$ cat src/shared/pmc_consts.vh
// constants for the port m pad configuration block
// assumes 32-bit apb data, word aligned registers
`ifndef PMC_CONSTS_VH
`define PMC_CONSTS_VH

`define PMC_PIN_COUNT 6
`define PMC_ADDR_WIDTH 8

// register indices, byte address is four times the index
`define PMC_IDX_DATA 8'h10
`define PMC_IDX_INPUT 8'h11
`define PMC_IDX_DIR 8'h12
`define PMC_IDX_PULL_EN 8'h14
`define PMC_IDX_PULL_POL 8'h15
`define PMC_IDX_OPEN_DRAIN 8'h16

// reset values
`define PMC_RST_DATA 6'h00
`define PMC_RST_DIR 6'h00
`define PMC_RST_PULL_EN 6'h00
`define PMC_RST_PULL_POL 6'h00
`define PMC_RST_OPEN_DRAIN 6'h00

// pin positions
`define PMC_PIN_SCK 5
`define PMC_PIN_MOSI 4
`define PMC_PIN_SS 3
`define PMC_PIN_MISO 2
`define PMC_PIN_CAN_TX 1
`define PMC_PIN_CAN_RX 0

`endif

$ cat src/rtl/pmc_pad_cell.v
// drive and pull control for one port pin
// assumes direction and value already resolved by the caller
`timescale 1ns/10ps
module pmc_pad_cell (
  input wire pclk,
  input wire presetn,
  input wire is_output,
  input wire out_value,
  input wire open_drain,
  input wire pull_enable,
  input wire pull_polarity,
  output reg pad_out,
  output reg pad_oe,
  output reg pull_up,
  output reg pull_down
);
  reg pad_out_next;
  reg pad_oe_next;
  reg pull_up_next;
  reg pull_down_next;

  always @*
  begin
    // open drain drives only low, push-pull drives both levels
    pad_out_next = open_drain ? 1'b0 : out_value;
    pad_oe_next = is_output & (~open_drain | ~out_value);
    // pull-up on inputs and wired-or outputs only
    pull_up_next = pull_enable & ~pull_polarity & (~is_output | open_drain);
    // pull-down on inputs only
    pull_down_next = pull_enable & pull_polarity & ~is_output;
  end

  always @(posedge pclk or negedge presetn)
  begin
    if (!presetn)
    begin
      pad_out <= 1'b0;
      pad_oe <= 1'b0;
      pull_up <= 1'b0;
      pull_down <= 1'b0;
    end
    else
    begin
      pad_out <= pad_out_next;
      pad_oe <= pad_oe_next;
      pull_up <= pull_up_next;
      pull_down <= pull_down_next;
    end
  end
endmodule

$ cat src/rtl/pmc_port_m.v
// port m pad configuration: apb registers, peripheral muxing, pad control
// assumes spi and can controllers on pclk; pins asynchronous
//
// Operation
// - with polarity 0 and pull enabled, a pull-up is applied only while the pin is an input or a wired-or output.
// - with polarity 1 and pull enabled, a pull-down is applied only while the pin is an input.
// - with open-drain select 1, the output pin is only driven low and a high is left floating or pulled.
// - with open-drain select 0, the output pin is driven both high and low.
// - the open-drain select has no effect on a pin used as input.
// - polarity and open-drain fields are six bits, one per pin five down to zero.
// - pin five is general purpose or the spi serial clock.
// - pin four is general purpose or mosi, output as spi master and input as slave.
// - pin two is general purpose or miso, input as spi master and output as slave.
// - pin three is general purpose or the active-low spi slave select.
// - pin one is general purpose or the can transmit output when can is present.
// - pin zero is general purpose or the can receive input when can is present.
//
// The APB slave port is this design's own decision.
`timescale 1ns/10ps
`include "pmc_consts.vh"
module pmc_port_m #(
  parameter CAN_PRESENT = 1
)(
  input wire pclk,
  input wire presetn,
  input wire psel,
  input wire penable,
  input wire pwrite,
  input wire [31:0] paddr,
  input wire [31:0] pwdata,
  output reg [31:0] prdata,
  output wire pready,
  output wire pslverr,
  input wire [5:0] port_m_pin_in,
  output wire [5:0] port_m_pin_out,
  output wire [5:0] port_m_pin_oe,
  output wire [5:0] port_m_pull_up,
  output wire [5:0] port_m_pull_down,
  input wire spi_enable,
  input wire spi_master,
  input wire spi_ss_drive,
  input wire spi_sck_out,
  input wire spi_mosi_out,
  input wire spi_miso_out,
  input wire spi_ss_n_out,
  output wire spi_sck_in,
  output wire spi_mosi_in,
  output wire spi_miso_in,
  output wire spi_ss_n_in,
  input wire can_enable,
  input wire can_tx,
  output wire can_rx
);
  localparam W = `PMC_PIN_COUNT;

  // configuration registers
  reg [W-1:0] data_reg;
  reg [W-1:0] dir_reg;
  reg [W-1:0] pull_en_reg;
  reg [W-1:0] port_m_pull_polarity_reg;
  reg [W-1:0] port_m_open_drain_select_reg;
  reg [31:0] prdata_next;

  wire [W-1:0] pin_sync;
  wire [7:0] word_index;
  wire idx_data;
  wire idx_input;
  wire idx_dir;
  wire idx_pull_en;
  wire idx_pull_pol;
  wire idx_open_drain;
  wire mapped;
  wire aligned;
  wire wr_en;
  wire rd_setup;

  // resolved per-pin ownership
  reg [W-1:0] is_output;
  reg [W-1:0] out_value;
  wire spi_owns_ss;
  wire can_owns;

  pmc_sync #(
    .WIDTH(W)
  ) u_sync (
    .pclk(pclk),
    .presetn(presetn),
    .async_in(port_m_pin_in),
    .sync_out(pin_sync)
  );

  // apb decode
  assign word_index = paddr[9:2];
  assign aligned = (paddr[1:0] == 2'b00) && (paddr[31:10] == 22'h000000);
  assign idx_data = aligned && (word_index == `PMC_IDX_DATA);
  assign idx_input = aligned && (word_index == `PMC_IDX_INPUT);
  assign idx_dir = aligned && (word_index == `PMC_IDX_DIR);
  assign idx_pull_en = aligned && (word_index == `PMC_IDX_PULL_EN);
  assign idx_pull_pol = aligned && (word_index == `PMC_IDX_PULL_POL);
  assign idx_open_drain = aligned && (word_index == `PMC_IDX_OPEN_DRAIN);
  assign mapped = idx_data | idx_input | idx_dir | idx_pull_en | idx_pull_pol | idx_open_drain;

  // zero wait states, error on unmapped access
  assign pready = 1'b1;
  assign pslverr = psel & penable & ~mapped;
  assign wr_en = psel & penable & pwrite & mapped;
  assign rd_setup = psel & ~penable & ~pwrite;

  always @(posedge pclk or negedge presetn)
  begin
    if (!presetn)
    begin
      data_reg <= `PMC_RST_DATA;
      dir_reg <= `PMC_RST_DIR;
      pull_en_reg <= `PMC_RST_PULL_EN;
      port_m_pull_polarity_reg <= `PMC_RST_PULL_POL;
      port_m_open_drain_select_reg <= `PMC_RST_OPEN_DRAIN;
    end
    else if (wr_en)
    begin
      if (idx_data)
      begin
        data_reg <= pwdata[W-1:0];
      end
      if (idx_dir)
      begin
        dir_reg <= pwdata[W-1:0];
      end
      if (idx_pull_en)
      begin
        pull_en_reg <= pwdata[W-1:0];
      end
      if (idx_pull_pol)
      begin
        port_m_pull_polarity_reg <= pwdata[W-1:0];
      end
      if (idx_open_drain)
      begin
        port_m_open_drain_select_reg <= pwdata[W-1:0];
      end
    end
  end

  // read data prepared in the setup phase
  always @*
  begin
    prdata_next = 32'h00000000;
    if (idx_data)
    begin
      prdata_next[W-1:0] = data_reg;
    end
    else if (idx_input)
    begin
      prdata_next[W-1:0] = pin_sync;
    end
    else if (idx_dir)
    begin
      prdata_next[W-1:0] = dir_reg;
    end
    else if (idx_pull_en)
    begin
      prdata_next[W-1:0] = pull_en_reg;
    end
    else if (idx_pull_pol)
    begin
      prdata_next[W-1:0] = port_m_pull_polarity_reg;
    end
    else if (idx_open_drain)
    begin
      prdata_next[W-1:0] = port_m_open_drain_select_reg;
    end
  end

  always @(posedge pclk or negedge presetn)
  begin
    if (!presetn)
    begin
      prdata <= 32'h00000000;
    end
    else if (rd_setup)
    begin
      prdata <= prdata_next;
    end
  end

  // peripheral ownership
  assign spi_owns_ss = spi_enable & (~spi_master | spi_ss_drive);
  assign can_owns = (CAN_PRESENT != 0) & can_enable;

  always @*
  begin
    // general purpose default: direction and data registers
    is_output = dir_reg;
    out_value = data_reg;
    if (spi_enable)
    begin
      is_output[`PMC_PIN_SCK] = spi_master;
      out_value[`PMC_PIN_SCK] = spi_sck_out;
      is_output[`PMC_PIN_MOSI] = spi_master;
      out_value[`PMC_PIN_MOSI] = spi_mosi_out;
      is_output[`PMC_PIN_MISO] = ~spi_master;
      out_value[`PMC_PIN_MISO] = spi_miso_out;
    end
    if (spi_owns_ss)
    begin
      is_output[`PMC_PIN_SS] = spi_master;
      out_value[`PMC_PIN_SS] = spi_ss_n_out;
    end
    if (can_owns)
    begin
      is_output[`PMC_PIN_CAN_TX] = 1'b1;
      out_value[`PMC_PIN_CAN_TX] = can_tx;
      is_output[`PMC_PIN_CAN_RX] = 1'b0;
      out_value[`PMC_PIN_CAN_RX] = 1'b0;
    end
  end

  // pin levels to the peripherals
  assign spi_sck_in = pin_sync[`PMC_PIN_SCK];
  assign spi_mosi_in = pin_sync[`PMC_PIN_MOSI];
  assign spi_miso_in = pin_sync[`PMC_PIN_MISO];
  assign spi_ss_n_in = spi_owns_ss ? pin_sync[`PMC_PIN_SS] : 1'b1;
  assign can_rx = can_owns ? pin_sync[`PMC_PIN_CAN_RX] : 1'b1;

  // one pad cell per pin
  genvar p;
  generate
    for (p = 0; p < W; p = p + 1)
    begin : g_pad
      pmc_pad_cell u_pad (
        .pclk(pclk),
        .presetn(presetn),
        .is_output(is_output[p]),
        .out_value(out_value[p]),
        .open_drain(port_m_open_drain_select_reg[p]),
        .pull_enable(pull_en_reg[p]),
        .pull_polarity(port_m_pull_polarity_reg[p]),
        .pad_out(port_m_pin_out[p]),
        .pad_oe(port_m_pin_oe[p]),
        .pull_up(port_m_pull_up[p]),
        .pull_down(port_m_pull_down[p])
      );
    end
  endgenerate
endmodule

$ cat src/rtl/pmc_sync.v
// two flip-flop synchroniser, one per bit
// assumes inputs are asynchronous to pclk
`timescale 1ns/10ps
module pmc_sync #(
  parameter WIDTH = 6
)(
  input wire pclk,
  input wire presetn,
  input wire [WIDTH-1:0] async_in,
  output wire [WIDTH-1:0] sync_out
);
  genvar i;
  generate
    for (i = 0; i < WIDTH; i = i + 1)
    begin : g_bit
      reg stage1_reg;
      reg stage2_reg;
      always @(posedge pclk or negedge presetn)
      begin
        if (!presetn)
        begin
          stage1_reg <= 1'b0;
          stage2_reg <= 1'b0;
        end
        else
        begin
          stage1_reg <= async_in[i];
          stage2_reg <= stage1_reg;
        end
      end
      assign sync_out[i] = stage2_reg;
    end
  endgenerate
endmodule

$ cat config.mk
export PLATFORM = sky130hd
export DESIGN_NAME = pmc_port_m
export DESIGN_NICKNAME = d
export VERILOG_FILES = /design/src/rtl/pmc_pad_cell.v /design/src/rtl/pmc_port_m.v /design/src/rtl/pmc_sync.v
export VERILOG_INCLUDE_DIRS = /design/src /design/src/shared
export SDC_FILE = /design/constraint.sdc
export NUM_CORES = 1
export LEC_CHECK = 0
export BUFFER_PORTS_ARGS = -buffer_cell sky130_fd_sc_hd__buf_2
export CAP_MARGIN = 25
export CORE_MARGIN = 3
export CORE_UTILIZATION = 45
export CTS_CLUSTER_SIZE = 12
export DETAILED_ROUTE_END_ITERATION = 10
export PLACE_DENSITY = 0.73
export SLEW_MARGIN = 20
export SYNTH_ARGS = -nofsm -noshare
export SYNTH_HDL_FRONTEND = slang
export SYNTH_SLANG_ARGS = --single-unit
$ cat constraint.sdc
create_clock -name pclk -period 3.63 [get_ports pclk]
set_clock_uncertainty 0.1 [all_clocks]
set_input_delay 0.1815 -clock pclk [delete_from_list [all_inputs] [get_ports pclk]]
set_output_delay 0.1815 -clock pclk [all_outputs]
set_load 0.1 [all_outputs]
==> results of run 1 <==
where the power goes:
group	switching [uW]	internal, uW	total, uW
registers	4.33	814	819
logic	259	55.2	315
clock network	285	329	614
total	549	1200	1750
cell families (layout without fill, tap and decap cells):
kind of cell | after synthesis | count (layout)
AND/OR/NAND/NOR | 87 | 87
flip-flops | 72 | 72
buffers and inverters | 62 | 125
multiplexers | 42 | 42
AO/OA/AOI/OAI | 32 | 32
other | 2 | 27
routing by layer:
| layer | GRT usage [%] | wire length [um] | up-vias |
|---|---|---|---|
| met4 | 7.341 | 110 | 0 |
| li1 | - | - | 1131 |
| met5 | 0 | 0 | - |
| met1 | 22.87 | 3108 | 1135 |
| met2 | 27.48 | 3488 | 119 |
| met3 | 5.369 | 671 | 10 |
Yosys cell counts (3+ instances only):
cell type,n,share of area [%]
sky130_fd_sc_hd__and3_1,6,1.1
sky130_fd_sc_hd__nor3b_1,7,1.5
sky130_fd_sc_hd__a21oi_1,4,0.57
sky130_fd_sc_hd__clkbuf_1,3,0.32
sky130_fd_sc_hd__inv_1,4,0.43
sky130_fd_sc_hd__o22ai_1,3,0.54
sky130_fd_sc_hd__buf_4,51,11
sky130_fd_sc_hd__mux2i_1,8,2.3
sky130_fd_sc_hd__mux2_4,12,5.1
sky130_fd_sc_hd__nand2_1,15,1.6
sky130_fd_sc_hd__o21ai_0,12,1.7
sky130_fd_sc_hd__dfrtp_1,72,51
sky130_fd_sc_hd__nor2_1,23,2.5
sky130_fd_sc_hd__nand2b_1,4,0.71
sky130_fd_sc_hd__mux2_2,21,6.8
sky130_fd_sc_hd__nor3_1,4,0.57
sky130_fd_sc_hd__nand3_1,3,0.43
sky130_fd_sc_hd__nor2b_1,7,1.3
sky130_fd_sc_hd__nor4_2,3,1.1
worst max-delay path, stage by stage:
cell and delay (ns):
sky130_fd_sc_hd__buf_2 0.10, sky130_fd_sc_hd__nor4_1 0.32, sky130_fd_sc_hd__nand4_1 0.23, sky130_fd_sc_hd__or2_4 0.33, sky130_fd_sc_hd__nor4_4 0.58, sky130_fd_sc_hd__mux2_2 0.41
area by class of cell:
class	instances	share of cell area [%]
flip-flops and latches	72	44.21
multi-input cells	188	33.25
repair buffers	106	14.55
clock buffers	11	3.469
well taps	99	3.040
clock inverters	4	1.105
inverters	4	0.3684
through the flow:
stage                     worst slack [ns]  util (%)  hold WS (ns)
after global placement               1.285     50.87        0.1903
final                                1.609     55.01       0.02193
after CTS                            1.606     55.01      0.005038
after floorplan                      1.271         -       -0.2141
after global routing                 1.412     55.01       0.02501
after detailed placement             1.231     50.87        0.1908
worst max-delay path by stage:
stage | from | endpoint | slack (ns) | depth (start not counted)
after floorplan | paddr[3] | pslverr | 1.27 | 3
after global placement | paddr[19] | pull_en_reg[1]$_DFFE_PN0P_ | 1.29 | 6
after detailed placement | paddr[9] | data_reg[4]$_DFFE_PN0P_ | 1.23 | 6
after CTS | paddr[9] | pull_en_reg[1]$_DFFE_PN0P_ | 1.61 | 6
after global routing | paddr[9] | pull_en_reg[1]$_DFFE_PN0P_ | 1.41 | 6
final | paddr[9] | port_m_pull_polarity_reg[1]$_DFFE_PN0P_ | 1.61 | 6
==> results.md, run 1 <==
Power and ir drop:
- Power comes to 1748 uW.
- The analysis attributes to cell leakage a power of 0.002158 uW.
- For this design the ratio of total power to cell area is 428.8 nW/um2.
- The largest vdd supply drop is 221.1 uV.

CTS:
- In this run the deepest clock path goes through 2 buffers.
- The CTS tree is built.
- Buffers inserted to repair hold after CTS numbered 12.
- The tree is rooted in a sky130_fd_sc_hd__clkbuf_8.
- The number of buffers added by the clock tree synthesis step is 9.
- The H-tree was split into 3 levels.
- The total clock sinks is 72.
- The worst-skew pair later-pin latency is 0.34 ns.
- Gates resized during post-CTS repair numbered 0.
- Clock-pin slew was measured on the worst setup and hold paths at 0.07 ns.
- Post-CTS timing repair inserted 0 buffers for setup.

Worst setup path:
- Of all nets on the critical path, the largest fanout is 6.
- Data arrives at the worst endpoint at 2.15 ns.
- The type of origin of the critical path is an input port.
- Data on the critical path is required at its endpoint by 3.76 ns.
- The worst reg-to-reg path cell count is 3.
- The critical path start-end classification is input port to flip-flop.
- In this run the critical register-to-register path is launched from port_m_open_drain_select_reg[0]$_DFFE_PN0P_.
- Setup slack on the worst reg-to-reg path comes out at 2.19 ns.
- In this run the critical register-to-register path is captured at prdata[0]$_DFFE_PN0P_.
- The endpoint kind of the worst setup timing path is a flip-flop.

Finish:
- The finished layout holds 484 standard cells, fillers aside.
- The signed area change from the synthesized netlist to the final layout is 16.36%.
- The number of inserted filler cells in the final layout is 687.
- In the layout the commonest cells are 93 x sky130_fd_sc_hd__buf_2, 72 x sky130_fd_sc_hd__dfrtp_1, 27 x sky130_fd_sc_hd__conb_1, 23 x sky130_fd_sc_hd__nor2_1, 21 x sky130_fd_sc_hd__mux2_2.
- The number of nets in the layout is 465.
- The most frequent standard cell in the layout excluding fill and tap cells is sky130_fd_sc_hd__buf_2.
- Cells with a size suffix above 1 make up 40.26% of the layout.
- The multi-input combinational cell area is 1355 um2.
- The finished layout cell area is 4075 um2.
- In the final layout, flip-flops and latches occupy 1802 um2.
- The antenna cell count is 0.

GRT:
- The total overflow left after global routing is 0.
- Across every metal layer, demand over resource in global routing totals 17.66%.
- The first-pass GRT wire length is 11,810 um.
- Entering global routing, the biggest net connects 73 pins.
- The via count of the first global-routing pass was 2,336.
- The number of antenna violations at the first check in global routing was 0.

Die:
- The die span in y is 94.22 um.
- The initialized floorplan defines 31 standard-cell rows.
- The die covers 8877 um2.
- The core box area is 7408 um2.
- The x dimension of the die is 94.22 um.
- In this run the count of I/O pins placed on the die edge is 147.
- The initial core utilization is 47.27%.

Logic synthesis:
- The proportion of synthesized flip-flops having asynchronous set or reset is 100.0%.
- Counting flops with a built-in enable in the synthesized netlist gives 0.
- The fraction of synthesized cell area in xor and xnor cells is 0%.
- The number of distinct standard cells referenced by the synthesized netlist is 43.
- In this run, synthesis produced a sequential element count of 72.
- Sequential cells were found to cover 51.45% of the synthesized design area.
- After synthesis, the share of cell area in mux cells is 14.83%.
- Summing the areas of all compound-gate instances in the mapped netlist gives 5.966% of the synthesized area.
- After technology mapping, the gate count stands at 297.
- The average cell area after synthesis is 11.79 um2.
- The combinational family with the most area after synthesis is simple AND/OR/NAND/NOR gates.
- The most used flip-flop cell after synthesis is sky130_fd_sc_hd__dfrtp_1.
- The simple-gate portion of the synthesized area is 15.01%.
- The adder-cell share of the synthesized area is 0%.
- The number of warnings issued by yosys is 0.
- The mapped netlist covers 3502 um2.

Timing:
- The number of hold violations in the final report is 0.
- The max-slew violation count is 0.
- Setup violations remaining at the end of the flow were counted as 0.
- At the pin with the least slew margin, the transition time is 0.8812 ns.
- In this run the tightest slew margin relative to its limit is 41.26%.
- Timing would allow up to 494.8 MHz.
- Dividing the final minimum period by the clock period gives 55.67%.
- Setup repair after global routing left no endpoint under its margin.
- For the finished layout, the period the worst path requires is 2.021 ns.
- For the final routed database, the setup TNS stands at 0 ns.

Drt:
- The detail route stage leaves a number of antenna-violating nets equal to 0.
- After detailed routing, the number of remaining DRC violations is 0.
- The number of vias in the routed layout is 2,395.
- The routed design has 7378 um of wire.
- The vias per cell is 4.948.
- The first-pass detailed-route iteration total is 4.
- For this block, the initial DRC count from the detailed router was 92.
- The routed length per placed instance is 15.24 um.

Place:
- The instance area at placement is 3769 um2.
- At the end of routability-driven placement, the weighted congestion stood at 0.8235.
- The wire-length estimate of the detail-placed layout is 5352 um.
- The cell count after placement is 457.
- Input and output buffers added on the ports amount to 93.

Run:
- The number of max-cap violations is 0.

Hold path:
- The path class of the tightest hold or removal check is input port to flip-flop.
- Counting instances, the worst hold path has a depth of 3.
- The startpoint of the worst hold path is can_tx.
- The end point of the worst hold path is g_pad[1].u_pad.pad_out$_DFF_PN0_.

Run status:
- The run finished with clean final reports.
No activity file was read; power rests on OpenSTA's default activity.
==> run 2: changes to the inputs <==
Clock period 3.63 ns to 2.05 ns, I/O delays scaled along.
==> run 2 against run 1 <==
Effect of this change:
- first-iteration DRC count down 22%
- global-route usage grew 0.23 points
- final cell count is 3.5% higher
- hold slack improved by 0.036 ns
- combinational power increased by 83%
- cell area rose by 4.6%
- utilization is 2.5 points higher
- non-clock buffer count rose by 16
- worst setup slack lost 1.4 ns
- critical path type is now input port to primary output
==> results.md, run 2 (same netlist as run 1, synthesis figures left out) <==
Run status:
- The run finished with clean final reports.

Finish:
- The number of inserted filler cells in the final layout is 637.
- The post-route netlist has 41.29% of its cells at a drive strength greater than 1.
- The top cell types in the final layout, fill and taps aside, are 93 x sky130_fd_sc_hd__buf_2, 72 x sky130_fd_sc_hd__dfrtp_1, 27 x sky130_fd_sc_hd__conb_1, 23 x sky130_fd_sc_hd__nor2_1, 21 x sky130_fd_sc_hd__mux2_2.
- The most frequent standard cell in the layout excluding fill and tap cells is sky130_fd_sc_hd__buf_2.
- The number of nets in the layout is 481.
- The post-route core utilization is 57.52%.
- 0 antenna diodes ended up in the layout.
- The area growth from synthesis to layout is 21.69%.

Worst setup path:
- The worst setup path is launched from an input port.
- Traced cell by cell, the critical path runs through dlygate4sd3_1 -> buf_2 -> inv_1 -> o21ai_0 -> or2_2 -> buf_2.
- The data arrival time of the critical path is 1.63 ns.
- The largest fanout on the critical path is 4.
- In this design, the stage delay of the slowest critical-path cell is 0.53 ns.
- The critical path is of the input port to primary output type.
- The cell type of the slowest stage on the worst timing path is sky130_fd_sc_hd__dlygate4sd3_1.
- By instance count, the cell type seen most on the critical path is sky130_fd_sc_hd__buf_2.
- For the worst setup path, the data required time is 1.85 ns.
- The endpoint kind of the worst setup timing path is a primary output.

Timing:
- Setup violations remaining at the end of the flow were counted as 0.
- The number of hold violations in the final report came to 0.
- Setup slack closes at 0.2139 ns.
- The worst hold-check slack is 0.05790 ns.
- Setup repair after global routing left no endpoint under its margin.
- Dividing the final minimum period by the clock period gives 89.57%.
- The achievable frequency is 544.6 MHz.
- The max-slew violation count came to 0.
- The aggregate negative setup slack is 0 ns.
- The actual slew at the worst max-slew pin is 0.6511 ns.
- The smallest clock period supported by the final layout is computed as 1.836 ns.
- In this run the tightest slew margin relative to its limit is 56.59%.

Drt:
- The routed layout has 2,451 vias.
- The first-iteration detailed-routing DRC count is 72.
- The total wirelength of the detailed-routed design is 7516 um.
- For this run, the detailed router's first-pass iteration total came to 4.
- The number of design rule violations left after detail routing is 0.
- The residual antenna-violating net count after detailed routing is 0.
- Using the TritonRoute via totals, the vias-per-cell ratio works out to 4.892.
- The routed length per placed instance is 15.00 um.

Die:
- The floorplan die area is 8877 um2.
- The I/O pin count is 147.
- The core region is 7408 um2.
- The die span in y is 94.22 um.
- The floorplan has 31 rows.
- The initial utilization of the core area, before any placement, comes to 47.27%.
- The x dimension of the die is 94.22 um.

Place:
- Routability-driven placement finished with a final weighted congestion of 0.8616.
- The detailed placement HPWL is 5511 um.
- The worst setup slack before clock tree synthesis is -0.08224 ns.
- Input and output buffers added on the ports amount to 93.

CTS:
- The later pin in the worst-skew pair is clocked with a latency of 0.34 ns.
- The cell sitting at the root of the clock tree is a sky130_fd_sc_hd__clkbuf_8.
- The longest clock path from root to sink contains 2 buffers.
- Clock tree synthesis found a total of 72 sinks.
- After clock tree synthesis, the clock-pin slew on the worst setup and hold paths is 0.07 ns.
- In this run the number of H-tree levels came out at 3.
- Once the clock tree was built, the resizer swapped 0 gates to a different size.
- The number of buffers added by the clock tree synthesis step is 9.
- TritonCTS built the clock tree.

GRT:
- The number of antenna violations at the first check in global routing came to 0.
- The via count of the first global-routing pass came to 2,565.
- After global routing the overflow that remains totals 0.
- The first-pass GRT wire length is 12,080 um.
- Global routing consumed, over all layers together, 17.88% of the routing resources.
- Entering global routing, the biggest net connects 46 pins.

Run:
- Max-cap violations in this run came to 0.

Power and ir drop:
- Dividing total power by cell area gives a power density of 753.8 nW/um2.
- VDD sags by at most 424.0 uV.
- In this run the static leakage power is 0.002244 uW.

Hold path:
- In this run the worst hold path is classified as input port to flip-flop.
run 2: cell count changes in the layout (fill, tap and decap cells not counted), sizes merged:
cell | before | now
clkinvlp | 0 | 1
buf | 94 | 102
dlygate4sd3 | 12 | 20
clkbuf | 11 | 12
clkinv | 3 | 2
run 2: per-stage QoR:
step                      area (um2)  cells  total power, uW
after detailed placement        3845    465             2026
after CTS                       4262    501             3240
after floorplan                 3600    322             1944
after global routing            4262    501             3325
final                           4262    501             3212
after global placement          3845    465             2021
run 2: final timing paths:
path | from | endpoint | slack, ns | cells after the start
setup / recovery | spi_master | spi_ss_n_in | 0.21 | 6
hold / removal | spi_enable | g_pad[5].u_pad.pad_oe$_DFF_PN0_ | 0.06 | 3
setup reg to reg | port_m_open_drain_select_reg[0]$_DFFE_PN0P_ | prdata[0]$_DFFE_PN0P_ | 0.60 | 3
hold reg to reg | u_sync.g_bit[4].stage1_reg$_DFF_PN0_ | u_sync.g_bit[4].stage2_reg$_DFF_PN0_ | 0.25 | 0
max in group asynchronous | presetn | g_pad[5].u_pad.pull_up$_DFF_PN0_ | 0.98 | 3
min in group asynchronous | presetn | pull_en_reg[0]$_DFFE_PN0P_ | 0.22 | 2
run 2: layout make-up:
class	instances	area, um2	share of cell area (%)
flip-flops and latches	72	1802	42.28
multi-input cells	188	1359	31.88
repair buffers	122	745.7	17.50
clock buffers	12	165.2	3.876
well taps	99	123.9	2.907
clock inverters	4	51.30	1.204
inverters	4	15.01	0.3523
run 2: critical path, delay by kind of cell:
family | cells | cell delay, ns
and+or+nand+nor | 1 | 0.15
buffers and inverters | 4 | 1.15
AOI/OAI and AO/OA | 1 | 0.23
run 2: per-layer routing:
layer	up-vias	part of all wire [%]	GRT usage [%]	routed length [um]
li1	1163	-	-	-
met5	-	0	0	0
met2	108	47	29.20	3534
met3	13	7.0	3.606	529
met1	1167	44	22.78	3277
met4	0	2.3	8.303	175
run 2: power breakdown:
| group | internal (uW) | leakage, uW | total [uW] | switching [uW] |
|---|---|---|---|---|
| registers | 1440 | 0.000966 | 1450 | 7.84 |
| clock network | 662 | 0.000109 | 1190 | 523 |
| logic | 113 | 0.00117 | 578 | 464 |
| total | 2220 | 0.00224 | 3210 | 996 |
run 2: timing repair:
item | CTS | global route
hold buffers | 20 | 0
endpoints found under the hold margin | 73 | 0
setup buffers | 0 | 0
